$ cat src/usb_buf_pkg.sv
// Package: constants and types of the endpoint buffer manager
package usb_buf_pkg;
	// Endpoint buffer sizes in bytes (two buffers each)
	localparam int EP0_BUF_BYTES = 16;
	localparam int EP1_BUF_BYTES = 16;
	localparam int EP2_BUF_BYTES = 64;
	localparam int BLOCK_BYTES   = 512;
	localparam int PKTS_PER_BLK  = BLOCK_BYTES / EP2_BUF_BYTES;
	localparam logic [2:0] LAST_PKT = 3'(PKTS_PER_BLK - 1);

	// Register byte offsets
	localparam logic [3:0] BUF_CSR_OFS = 4'h0;
	localparam logic [3:0] USB_CTL_OFS = 4'h4;
	localparam logic [3:0] EV_FLAG_OFS = 4'h8;
	localparam logic [3:0] EV_EN_OFS   = 4'hC;

	// Field positions
	localparam int CSR_CLEAR_BIT = 0;
	localparam int CSR_FLAGS_LSB = 1;
	localparam int CSR_INDEX_BIT = 3;
	localparam int CTL_MODE_LSB  = 0;
	localparam int CTL_VALID_LSB = 2;

	// Transfer mode encodings
	localparam logic [1:0] MODE_NORMAL   = 2'h0;
	localparam logic [1:0] MODE_UPLOAD   = 2'h1;
	localparam logic [1:0] MODE_DOWNLOAD = 2'h2;

	// Event bit positions
	localparam int EV_FRAME = 0;
	localparam int EV_RESET = 1;
	localparam int EV_END_OF_SUSPEND_FLAG = 2;
	localparam int EV_SUSPEND_REQUEST_FLAG  = 3;
	localparam int EV_ERROR = 4;
	localparam int EV_SETUP_OVERRUN_FLAG  = 5;
	localparam int EV_CTR   = 6;
	localparam int NUM_EV   = 7;

	// Reset values
	localparam logic [7:0] CSR_RESET = 8'h00;
	localparam logic [6:0] EV_RESET_VAL = 7'h00;

	typedef enum logic [1:0] {EP_INVALID, EP_NAK, EP_VALID} ep_status_e;

	// Arbiter grant, one-hot: cpu, usb, coprocessor
	typedef struct packed {
		logic cpu;
		logic usb;
		logic cop;
	} grant_s;

	typedef struct packed {
		logic [1:0]        mode;
		logic [1:0]        ep2_valid;
		logic              cur_blk;
		logic [2:0]        pkt_cnt;
		logic [1:0]        blk_flags;
		logic              buf_index;
		logic              stalled;
		logic [NUM_EV-1:0] ev_flags;
		logic [NUM_EV-1:0] ev_en;
		grant_s            grant;
		logic              ack;
		logic [7:0]        rdata;
		logic [1:0]        act_sync;
	} state_s;
endpackage

$ cat src/usb_endpoint_buffer_manager.sv
// Module: endpoint 2 double-block buffer manager with events and arbiter
// Function
// - Three endpoints; ep0/ep1 two 16-byte buffers, ep2 two 64-byte, mode-steered.
// - Endpoint 2 store is two 512-byte blocks used alternately.
// - Managed modes answer NAK while the current block is unavailable, except in a block-end stall (invalid).
// - Mode field: 00 normal, 10 download, 01 upload.
// - Normal mode: after each correct transfer, that direction goes to NAK.
// - Managed modes advance the ep2 address 64 bytes per packet to block end.
// - After 512 bytes always switch block; invalid until release if the new block is unavailable.
// - Short received packet returns to normal mode, data kept in a block.
// - Per-block status flags are presented to the coprocessor.
// - Hardware-only current buffer bit 3 names the block holding data.
// - Bits 2:1 per block: upload full/not full, download not empty/empty.
// - Writing 1 to bit 0 clears index, flags and packet counter.
// - In wait the logic runs and enabled events wake the processor.
// - In halt the logic freezes; end-of-suspend activity resumes it.
// - Seven events, each with its own enable; only end of suspend exits halt.
// - End of suspend has its own line; others share one; global masks gate.
// - Shared buffer arbiter, untimed ownership, priority cpu, usb, coprocessor.
`timescale 1ns/1ps
module usb_endpoint_buffer_manager (
	// Clock and reset
	input  wire logic              clk_i,
	input  wire logic              rst_i,
	// Wishbone slave
	input  wire logic              cyc_i,
	input  wire logic              stb_i,
	input  wire logic              we_i,
	input  wire logic [3:0]        adr_i,
	input  wire logic [3:0]        sel_i,
	input  wire logic [31:0]       dat_i,
	output logic      [31:0]       dat_o,
	output logic                   ack_o,
	// Serial engine side
	input  wire logic              ep2_done_i,
	input  wire logic              ep2_dir_in_i,
	input  wire logic              ep2_short_i,
	input  wire logic [6:0]        usb_event_i,
	input  wire logic              bus_activity_i,
	output usb_buf_pkg::ep_status_e ep2_rx_status_o,
	output usb_buf_pkg::ep_status_e ep2_tx_status_o,
	output logic      [9:0]        ep2_addr_o,
	output logic      [1:0]        transfer_mode_field_o,
	// Coprocessor side
	input  wire logic [1:0]        block_release_i,
	output logic      [1:0]        block_status_flags_o,
	output logic                   current_buffer_index_o,
	// Shared buffer arbiter
	input  wire logic              cpu_req_i,
	input  wire logic              usb_req_i,
	input  wire logic              cop_req_i,
	output usb_buf_pkg::grant_s    grant_o,
	// Processor power and interrupts
	input  wire logic              wait_i,
	input  wire logic              halt_i,
	input  wire logic [1:0]        global_interrupt_masks_i,
	output logic                   usb_irq_o,
	output logic                   end_of_suspend_flag_irq_o,
	output logic                   wake_wait_o,
	output logic                   wake_halt_o
);
	usb_buf_pkg::state_s s_q;
	usb_buf_pkg::state_s s_d;

	logic       managed;
	logic       bus_req;
	logic       wr_stb;
	logic [6:0] pend;
	logic       masks_open;
	usb_buf_pkg::ep_status_e mgd_status;

	// Block usable by the USB side in the present mode
	function automatic logic blk_avail(input logic [1:0] mode,
		input logic flag);
		blk_avail = (mode == usb_buf_pkg::MODE_UPLOAD) ? flag : ~flag;
	endfunction

	assign managed    = (s_q.mode == usb_buf_pkg::MODE_UPLOAD) ||
		(s_q.mode == usb_buf_pkg::MODE_DOWNLOAD);
	assign bus_req    = cyc_i && stb_i;
	// Write lands on the edge where the master sees ack
	assign wr_stb     = bus_req && we_i && s_q.ack && sel_i[0];
	assign pend       = s_q.ev_flags & s_q.ev_en;
	assign masks_open = (global_interrupt_masks_i == 2'h0);

	always_comb begin
		if (s_q.stalled) begin
			mgd_status = usb_buf_pkg::EP_INVALID;
		end else if (blk_avail(s_q.mode, s_q.blk_flags[s_q.cur_blk])) begin
			mgd_status = usb_buf_pkg::EP_VALID;
		end else begin
			mgd_status = usb_buf_pkg::EP_NAK;
		end
	end

	always_comb begin
		s_d = s_q;
		s_d.act_sync = {s_q.act_sync[0], bus_activity_i};
		s_d.ack = bus_req && !s_q.ack;
		if (halt_i) begin
			// Registers frozen; only resume activity is noticed
			s_d.ack = 1'b0;
			if (s_q.act_sync[1]) begin
				s_d.ev_flags[usb_buf_pkg::EV_END_OF_SUSPEND_FLAG] = 1'b1;
			end
		end else begin
			// Read data captured with the ack
			if (bus_req && !s_q.ack) begin
				case (adr_i)
					usb_buf_pkg::BUF_CSR_OFS: begin
						s_d.rdata = {4'h0, s_q.buf_index, s_q.blk_flags,
							1'b0};
					end
					usb_buf_pkg::USB_CTL_OFS: begin
						s_d.rdata = {4'h0, s_q.ep2_valid, s_q.mode};
					end
					usb_buf_pkg::EV_FLAG_OFS: begin
						s_d.rdata = {1'b0, s_q.ev_flags};
					end
					usb_buf_pkg::EV_EN_OFS: begin
						s_d.rdata = {1'b0, s_q.ev_en};
					end
					default: begin
						s_d.rdata = 8'h00;
					end
				endcase
			end
			// Software writes
			if (wr_stb) begin
				case (adr_i)
					usb_buf_pkg::BUF_CSR_OFS: begin
						if (dat_i[usb_buf_pkg::CSR_CLEAR_BIT]) begin
							s_d.buf_index = 1'b0;
							s_d.blk_flags = 2'h0;
							s_d.pkt_cnt   = 3'h0;
							s_d.cur_blk   = 1'b0;
							s_d.stalled   = 1'b0;
						end
					end
					usb_buf_pkg::USB_CTL_OFS: begin
						s_d.mode = dat_i[usb_buf_pkg::CTL_MODE_LSB +: 2];
						s_d.ep2_valid =
							dat_i[usb_buf_pkg::CTL_VALID_LSB +: 2];
					end
					usb_buf_pkg::EV_FLAG_OFS: begin
						s_d.ev_flags = s_q.ev_flags & ~dat_i[6:0];
					end
					usb_buf_pkg::EV_EN_OFS: begin
						s_d.ev_en = dat_i[6:0];
					end
					default: begin
					end
				endcase
			end
			// Hardware event set wins over a same-cycle clear
			s_d.ev_flags = s_d.ev_flags | usb_event_i;
			if (s_q.act_sync[1]) begin
				s_d.ev_flags[usb_buf_pkg::EV_END_OF_SUSPEND_FLAG] = 1'b1;
			end
			// Endpoint 2 packet completion
			if (ep2_done_i) begin
				if (!managed) begin
					s_d.ep2_valid[ep2_dir_in_i] = 1'b0;
					s_d.buf_index = s_q.cur_blk;
				end else if (ep2_short_i && !ep2_dir_in_i) begin
					s_d.mode      = usb_buf_pkg::MODE_NORMAL;
					s_d.buf_index = s_q.cur_blk;
					s_d.pkt_cnt   = 3'h0;
				end else if (s_q.pkt_cnt == usb_buf_pkg::LAST_PKT) begin
					// Block done: mark it for the coprocessor, move on
					s_d.blk_flags[s_q.cur_blk] =
						(s_q.mode == usb_buf_pkg::MODE_DOWNLOAD);
					s_d.cur_blk   = ~s_q.cur_blk;
					s_d.buf_index = ~s_q.cur_blk;
					s_d.pkt_cnt   = 3'h0;
					s_d.stalled   = !blk_avail(s_q.mode,
						s_q.blk_flags[~s_q.cur_blk]);
				end else begin
					s_d.pkt_cnt = s_q.pkt_cnt + 3'h1;
				end
			end
			// Coprocessor release wins over the USB-side update
			for (int b = 0; b < 2; b++) begin
				if (block_release_i[b]) begin
					s_d.blk_flags[b] =
						(s_q.mode == usb_buf_pkg::MODE_UPLOAD);
				end
			end
			if (s_d.stalled &&
				blk_avail(s_d.mode, s_d.blk_flags[s_d.cur_blk])) begin
				s_d.stalled = 1'b0;
			end
			// Arbiter: owner keeps the buffer until it drops its request
			if (!((s_q.grant.cpu && cpu_req_i) ||
				(s_q.grant.usb && usb_req_i) ||
				(s_q.grant.cop && cop_req_i))) begin
				s_d.grant.cpu = cpu_req_i;
				s_d.grant.usb = !cpu_req_i && usb_req_i;
				s_d.grant.cop = !cpu_req_i && !usb_req_i && cop_req_i;
			end
		end
	end

	always_ff @(posedge clk_i) begin
		if (rst_i) begin
			s_q           <= '0;
			s_q.rdata     <= usb_buf_pkg::CSR_RESET;
			s_q.ev_flags  <= usb_buf_pkg::EV_RESET_VAL;
		end else begin
			s_q <= s_d;
		end
	end

	// Outputs
	assign dat_o = {24'h0, s_q.rdata};
	assign ack_o = s_q.ack;
	assign ep2_addr_o = {s_q.cur_blk, s_q.pkt_cnt, 6'h00};
	assign transfer_mode_field_o  = s_q.mode;
	assign block_status_flags_o   = s_q.blk_flags;
	assign current_buffer_index_o = s_q.buf_index;
	assign grant_o = s_q.grant;
	assign ep2_rx_status_o = managed ?
		((s_q.mode == usb_buf_pkg::MODE_DOWNLOAD) ? mgd_status :
		usb_buf_pkg::EP_NAK) :
		(s_q.ep2_valid[0] ? usb_buf_pkg::EP_VALID : usb_buf_pkg::EP_NAK);
	assign ep2_tx_status_o = managed ?
		((s_q.mode == usb_buf_pkg::MODE_UPLOAD) ? mgd_status :
		usb_buf_pkg::EP_NAK) :
		(s_q.ep2_valid[1] ? usb_buf_pkg::EP_VALID : usb_buf_pkg::EP_NAK);
	assign end_of_suspend_flag_irq_o = pend[usb_buf_pkg::EV_END_OF_SUSPEND_FLAG] && masks_open;
	assign usb_irq_o = masks_open && |(pend &
		~(7'h01 << usb_buf_pkg::EV_END_OF_SUSPEND_FLAG));
	assign wake_wait_o = wait_i && (|pend);
	assign wake_halt_o = halt_i && pend[usb_buf_pkg::EV_END_OF_SUSPEND_FLAG];
endmodule // usb_endpoint_buffer_manager

$ cat config.mk
export PLATFORM = sky130hd
export DESIGN_NAME = usb_endpoint_buffer_manager
export DESIGN_NICKNAME = d
export VERILOG_FILES = /design/src/usb_buf_pkg.sv /design/src/usb_endpoint_buffer_manager.sv
export SDC_FILE = /design/constraint.sdc
export NUM_CORES = 1
export LEC_CHECK = 0
export BUFFER_PORTS_ARGS = -buffer_cell sky130_fd_sc_hd__buf_2
export CAP_MARGIN = 20
export CORE_MARGIN = 1.5
export CORE_UTILIZATION = 47
export DETAILED_ROUTE_END_ITERATION = 12
export PLACE_DENSITY = 0.81
export SLEW_MARGIN = 0
export SYNTH_ARGS = -nofsm -noshare
export SYNTH_HDL_FRONTEND = slang
export SYNTH_SLANG_ARGS = --single-unit
$ cat constraint.sdc
create_clock -name clk_i -period 2.52 [get_ports clk_i]
set_clock_uncertainty 0.1 [all_clocks]
set_input_delay 0.504 -clock clk_i [delete_from_list [all_inputs] [get_ports clk_i]]
set_output_delay 0.504 -clock clk_i [all_outputs]
set_load 0.03 [all_outputs]
==> results_dict.tcl, run 1 <==
set metrics [dict create \
    status "finished clean" \
    initialDrtViolationCount 179 \
    die_w_um 76.8 \
    design_power_total_mw 1.25 \
    ys_types 54 \
    drive_above_1_share_pct 28.4 \
    final_min_period_over_clock_period_pct 95.8 \
    vias_per_cell 5.25 \
    crit_fanout 6 \
    r2r_setup_slack_ns 0.20 \
    synth_simple_gate_area_share_pct 23.2 \
    num_vias 2193 \
    timing.critical_path.depth 6 \
    min_path_cells 2 \
    postCtsResizedCells 0 \
    cp-end-kind "primary output" \
    final_cell_mix "64 x sky130_fd_sc_hd__buf_2, 38 x sky130_fd_sc_hd__dfxtp_1, 33 x sky130_fd_sc_hd__nor2_1" \
    timing_worst_setup_path_type "reg2out" \
    fmaxAchievable_mhz 414 \
    cts_h_tree_depth 2 \
    clockBufferDepth 2 \
    floorplan.initialDensity_pct 49.5 \
    area.growth.synth_to_final_pct 7.28 \
    wire_length_of_the_first_global_routing_pass_mm 9.24 \
    root_buffer "sky130_fd_sc_hd__clkbuf_8" \
    cellLeakagePower_nw 1.21 \
    cts_tree "yes" \
    design.die.area_mm2 0.00590 \
    cp_top_family "flip-flops" \
    final_cell_area_mm2 0.00275 \
    path_clk_slew_ns 0.08 \
    main_combinational_cell_family_by_area_after_synthesis "simple AND/OR/NAND/NOR gates" \
    synth.yosys.seq_area_share_pct 30.5 \
    ys.flop_type "sky130_fd_sc_hd__dfxtp_1" \
    fp.coreArea_mm2 0.00517 \
    whs_ns 0.311 \
    wirelength_mm 5.58 \
    worst_skew_pair.late_latency_ns 0.30 \
    postSynthCellCount 302 \
    placed_cells_incl_taps 410 \
    start_kind "flip-flop" \
    port_buffers 64 \
    synth-compound-area-share_pct 16.2 \
    post-cts-setup-buffer-count 0 \
    critical_path_required_ns 1.92 \
    timing.final.setup_violations 0 \
    hold_path_class "in2reg" \
    p_per_area_mw_per_mm2 456 \
    synth_mux_area_share_pct 7.04 \
    globalRouteTotalUtil_pct 19.3 \
    yosysWarnings 0 \
    fillCellCount 512 \
    cts-buffers-inserted 5 \
    first_global_vias 2011 \
    postSynthRegisterBits 39 \
    max_cap_viol_count 0 \
    setup_tns_ns 0 \
    finish.cell_count_without_fillers 418 \
    worst_slew_margin_rel_pct 53.1 \
    period_needed_ns 2.41 \
    syn-cell-area_mm2 0.00256 \
    finish.net_count 416 \
    timing.final.max_slew_violations 0 \
    unrepaired_setup_endpoints_after_global_routing "false" \
    worstPathCellList "inv_1 -> ha_1 -> xnor2_1 -> a21oi_1 -> a22oi_1 -> buf_2" \
    total_global_routing_overflow 0 \
    layout_commonest_cell "sky130_fd_sc_hd__buf_2" \
    critical_path_s_slowest_cell "sky130_fd_sc_hd__dfxtp_2" \
    drt-wirelength-per-cell_um 13.3 \
    reg2reg_from "transfer_mode_field_o[0]$_SDFFE_PP0N_" \
    detail-route-antenna-nets 0 \
    detailedPlacementHpwl_mm 4.28 \
    synth_xor_xnor_area_share_pct 1.03 \
    final_hold_viol_count 0 \
    floorplan.rows 26 \
    critPathArrivalTime_ns 1.81 \
    drcViolationCount 0 \
    synth.area.top_cells "sky130_fd_sc_hd__dfxtp_1 30%, sky130_fd_sc_hd__buf_4 14%, sky130_fd_sc_hd__a22oi_1 5.6%" \
    hp-start "bus_activity_i" \
    detailed_place.area_mm2 0.00265 \
    netlist.top_cell.by_area "sky130_fd_sc_hd__dfxtp_1" \
    post_cts_hold_buffer_count 0 \
    crit_path_max_incr_delay_ns 0.40 \
    cts_sinks 39 \
    path_buf_inv 2 \
    avgSynthCellArea_um2 8.48 \
    synth-adder-area-share_pct 1.96 \
    worst_hold_path.endpoint "s_d[1]$_SDFF_PP0_" \
    insertedDiodeCount 0 \
    worstRegToRegCells 8 \
    first_pass_iters 4 \
    tightestPinTransition_ns 0.703 \
    peakVddDrop_uv 363 \
    worstReg2RegEnd "s_q[28]$_SDFFE_PP0N_" \
    die-height_um 76.8 \
    grt_antenna_before_repair 0 \
    io-pin-count 124 \
    grt_start_max_net_pins 41 \
    async_reset_ff_share_pct 0 \
    synth_top_area_share_pct 30.5 \
    globalplace.congestion 0.841 \
    synth-edff-count 0 \
]
## registers in the layout, summed over array words and instances, names as in the netlist
name / count
grant_o: 3
ep2_addr_o: 4
transfer_mode_field_o: 2
block_status_flags_o: 2
s_q: 18
current_buffer_index_o: 1
ack_o: 1
dat_o: 7
s_d: 1
## metal layers
layer  up-vias  share of wire, %  global-route usage, %
li1       1074                 -                      -
met1      1018                44                   24.2
met2        96                46                   30.2
met3         5               8.3                   7.26
met4         0              0.90                   7.04
met5         -                 0                      0
## worst reg2reg max path: cells and delay by family, from the launching register on
family	cells	cell delay [ns]
adder cells (fa/ha/maj)	1	0.45
AO/OA/AOI/OAI	2	0.32
buffers and inverters	1	0.08
AND/OR/NAND/NOR	2	0.50
flip-flops	1	0.40
XOR/XNOR	1	0.20
multiplexers	1	0.13
## worst max path at each step
stage	endpoint	startpoint	slack, ns
3_3_place_gp	s_q[28]$_SDFFE_PP0N_	transfer_mode_field_o[0]$_SDFFE_PP0N_	0.29
6_report	ep2_tx_status_o[0]	transfer_mode_field_o[1]$_SDFFE_PP0N_	0.11
5_1_grt	ep2_rx_status_o[0]	transfer_mode_field_o[1]$_SDFFE_PP0N_	0.02
4_1_cts	ep2_tx_status_o[1]	transfer_mode_field_o[1]$_SDFFE_PP0N_	0.02
2_1_floorplan	ep2_tx_status_o[0]	transfer_mode_field_o[0]$_SDFFE_PP0N_	0.29
3_5_place_dp	s_q[28]$_SDFFE_PP0N_	transfer_mode_field_o[0]$_SDFFE_PP0N_	0.22
## through the flow
step                      utilization [%]  setup slack (ns)
after floorplan                         -             0.293
final                                53.1             0.106
after global placement               51.3             0.294
after global routing                 53.1            0.0229
after CTS                            53.0            0.0214
after detailed placement             51.3             0.217
## power by group
group          internal (mW)  switching [mW]  leakage [nW]  total, mW
registers              0.629         0.00942         0.317      0.638
logic                 0.0508           0.136         0.850      0.187
clock network          0.193           0.235        0.0402      0.428
total                  0.872           0.381          1.21       1.25
## cell usage after synthesis (2+ instances only)
master	count
sky130_fd_sc_hd__nor2b_1	4
sky130_fd_sc_hd__nor2_1	33
sky130_fd_sc_hd__mux2i_1	9
sky130_fd_sc_hd__dfxtp_1	39
sky130_fd_sc_hd__inv_1	8
sky130_fd_sc_hd__a221oi_1	2
sky130_fd_sc_hd__nand2_1	31
sky130_fd_sc_hd__nor3_2	2
sky130_fd_sc_hd__clkbuf_1	7
sky130_fd_sc_hd__buf_6	2
sky130_fd_sc_hd__nor4_4	2
sky130_fd_sc_hd__a21oi_1	21
sky130_fd_sc_hd__nor3_1	11
sky130_fd_sc_hd__and2_2	2
sky130_fd_sc_hd__xor2_1	2
sky130_fd_sc_hd__mux4_1	3
sky130_fd_sc_hd__nor4_1	2
sky130_fd_sc_hd__nand3_1	9
sky130_fd_sc_hd__a31oi_1	2
sky130_fd_sc_hd__ha_1	4
sky130_fd_sc_hd__o21ai_0	3
sky130_fd_sc_hd__buf_4	49
sky130_fd_sc_hd__a22o_1	2
sky130_fd_sc_hd__a22oi_1	19
sky130_fd_sc_hd__clkbuf_8	4
sky130_fd_sc_hd__nand4_1	2
## layout make-up
type                    count  area [um2]  area share, %
clock buffers               5        68.8           2.51
repair buffers             71         373           13.6
multi-input cells         222        1390           50.4
flip-flops and latches     39         782           28.5
well taps                  70        87.6           3.19
inverters                   8        30.0           1.09
clock inverters             3        20.0          0.729
## cells by family after synthesis
family                   Yosys count
AND/OR/NAND/NOR                  111
buffers and inverters             71
AO/OA/AOI/OAI                     60
flip-flops                        39
multiplexers                      13
adder cells (fa/ha/maj)            4
XOR/XNOR                           3
other                              1
(Power assumes the default switching activity.)
==> inputs of run 2 (changes only) <==
--- a/config.mk
+++ b/config.mk
@@ -7,10 +7,12 @@
 export LEC_CHECK = 0
 export BUFFER_PORTS_ARGS = -buffer_cell sky130_fd_sc_hd__buf_2
 export CAP_MARGIN = 20
+export CELL_PAD_IN_SITES_DETAIL_PLACEMENT = 1
+export CELL_PAD_IN_SITES_GLOBAL_PLACEMENT = 1
 export CORE_MARGIN = 1.5
-export CORE_UTILIZATION = 47
+export CORE_UTILIZATION = 33
 export DETAILED_ROUTE_END_ITERATION = 12
-export PLACE_DENSITY = 0.81
+export PLACE_DENSITY_LB_ADDON = 0.1
 export SLEW_MARGIN = 0
 export SYNTH_ARGS = -nofsm -noshare
 export SYNTH_HDL_FRONTEND = slang
==> run 2 against run 1 <==
Clock power up 2%; cell area up 1.9%; register-to-register slack better by 0.11 ns; critical endpoint is now ep2_tx_status_o[1]; highest routed layer unchanged; via count down 1.4%; critical path type unchanged; sequential power about the same.
==> results_dict.tcl, run 2 (same netlist as run 1, synthesis figures left out) <==
set metrics [dict create \
    cts-buffers-inserted 5 \
    globalRouteTotalUtil_pct 16.0 \
    total_global_routing_overflow 0 \
    final_cell_mix "64 x sky130_fd_sc_hd__buf_2, 38 x sky130_fd_sc_hd__dfxtp_1, 33 x sky130_fd_sc_hd__nor2_1" \
    cts_tree "yes" \
    cts_h_tree_depth 2 \
    critical_path_required_ns 1.92 \
    port_buffers 64 \
    timing.final.max_slew_violations 0 \
    floorplan.initialDensity_pct 34.7 \
    max_cap_viol_count 0 \
    insertedDiodeCount 0 \
    fp.coreArea_mm2 0.00737 \
    grt_antenna_before_repair 0 \
    crit_fanout 8 \
    drt-wirelength-per-cell_um 14.7 \
    vias_per_cell 4.84 \
    cts_sinks 39 \
    root_buffer "sky130_fd_sc_hd__clkbuf_8" \
    reg2reg_from "transfer_mode_field_o[0]$_SDFFE_PP0N_" \
    unrepaired_setup_endpoints_after_global_routing "false" \
    start_kind "flip-flop" \
    num_vias 2162 \
    cp-end-kind "primary output" \
    tightestPinTransition_ns 0.774 \
    worst_skew_pair.late_latency_ns 0.29 \
    design.die.area_mm2 0.00829 \
    floorplan.rows 31 \
    die_w_um 91.1 \
    timing.final.setup_violations 0 \
    largest_register_ffs 18 \
    worst_slew_margin_rel_pct 48.4 \
    timing.critical_path.from "transfer_mode_field_o[0]$_SDFFE_PP0N_" \
    critPathArrivalTime_ns 1.82 \
    post-route-worst-setup-slack_ns 0.100 \
    final_min_period_over_clock_period_pct 96.0 \
    setup_tns_ns 0 \
    period_needed_ns 2.42 \
    placed_cells_incl_taps 440 \
    initialDrtViolationCount 90 \
    drive_above_1_share_pct 29.0 \
    whs_ns 0.315 \
    first_pass_iters 4 \
    post_cts_hold_buffer_count 0 \
    layout_commonest_cell "sky130_fd_sc_hd__buf_2" \
    finish.cell_count_without_fillers 447 \
    layout.core_utilization_pct 38.0 \
    wire_length_of_the_first_global_routing_pass_mm 10.6 \
    area.growth.synth_to_final_pct 9.34 \
    clockBufferDepth 2 \
    worstPathCellList "inv_1 -> ha_1 -> buf_4 -> nor3_2 -> a22o_1 -> buf_2" \
    first_global_vias 2027 \
    grt_start_max_net_pins 41 \
    top_register "s_q" \
    p_per_area_mw_per_mm2 453 \
    detail-route-antenna-nets 0 \
    fillCellCount 934 \
    drcViolationCount 0 \
    crit_path_max_incr_delay_ns 0.38 \
    globalplace.congestion 0.776 \
    fmaxAchievable_mhz 413 \
    die-height_um 91.1 \
    status "finished clean" \
    final_cell_area_mm2 0.00280 \
    hold_path_class "in2reg" \
    hp-start "bus_activity_i" \
    r2r_setup_slack_ns 0.31 \
    final_hold_viol_count 0 \
    design_power_total_mw 1.27 \
    finish.net_count 417 \
    detailed_place.area_mm2 0.00270 \
    io-pin-count 124 \
    detailedPlacementHpwl_mm 5.05 \
    post-place-ws_ns 0.247 \
    critical_path_s_slowest_cell "sky130_fd_sc_hd__ha_1" \
    path_clk_slew_ns 0.08 \
    wirelength_mm 6.56 \
    cellLeakagePower_nw 1.23 \
    peakVddDrop_uv 192 \
    timing_worst_setup_path_type "reg2out" \
]
==> run 2: worst paths after layout <==
| check | endpoint | cells past startpoint |
|---|---|---|
| worst max-delay path | ep2_tx_status_o[1] | 6 |
| worst min-delay path | s_d[1]$_SDFF_PP0_ | 2 |
| worst max register to register | s_q[28]$_SDFFE_PP0N_ | 8 |
| worst min register to register | s_q[1]$_SDFF_PP0_ | 1 |
==> run 2: final cells by class <==
type | count | area [um2] | share of cell area, %
Multi-Input combinational cell | 222 | 1400 | 49.8
Sequential cell | 39 | 782 | 27.9
Timing Repair Buffer | 72 | 380 | 13.6
Tap cell | 99 | 124 | 4.43
Clock buffer | 6 | 82.6 | 2.95
Inverter | 8 | 30.0 | 1.07
Clock inverter | 1 | 5.00 | 0.179
==> run 2: worst max-delay path, delay by kind of cell (launching register included) <==
family                     cells  cell delay (ns)
adders and majority gates      1             0.38
buffers and inverters          3             0.46
AOI/OAI and AO/OA              1             0.17
DFF                            1             0.34
and+or+nand+nor                1             0.18
==> run 2: what timing repair did <==
action | in CTS | in global routing
endpoints found under the hold margin | 0 | 0
endpoints found under the setup margin | 4 | 3
resized for setup | 3 | 1
buffers inserted | 0 | 0
==> run 2: routing by layer <==
metal / track usage (%) / wire, um
met1: 23.4 / 3320
met2: 23.9 / 2850
met3: 3.02 / 347
met4: 4.30 / 51
met5: 0 / 0
==> run 2: where the power goes <==
group	switching, mW	leakage [nW]	internal, mW
clock	0.222	0.0470	0.215
combinational	0.139	0.863	0.0519
sequential	0.00984	0.317	0.629
total	0.371	1.23	0.896
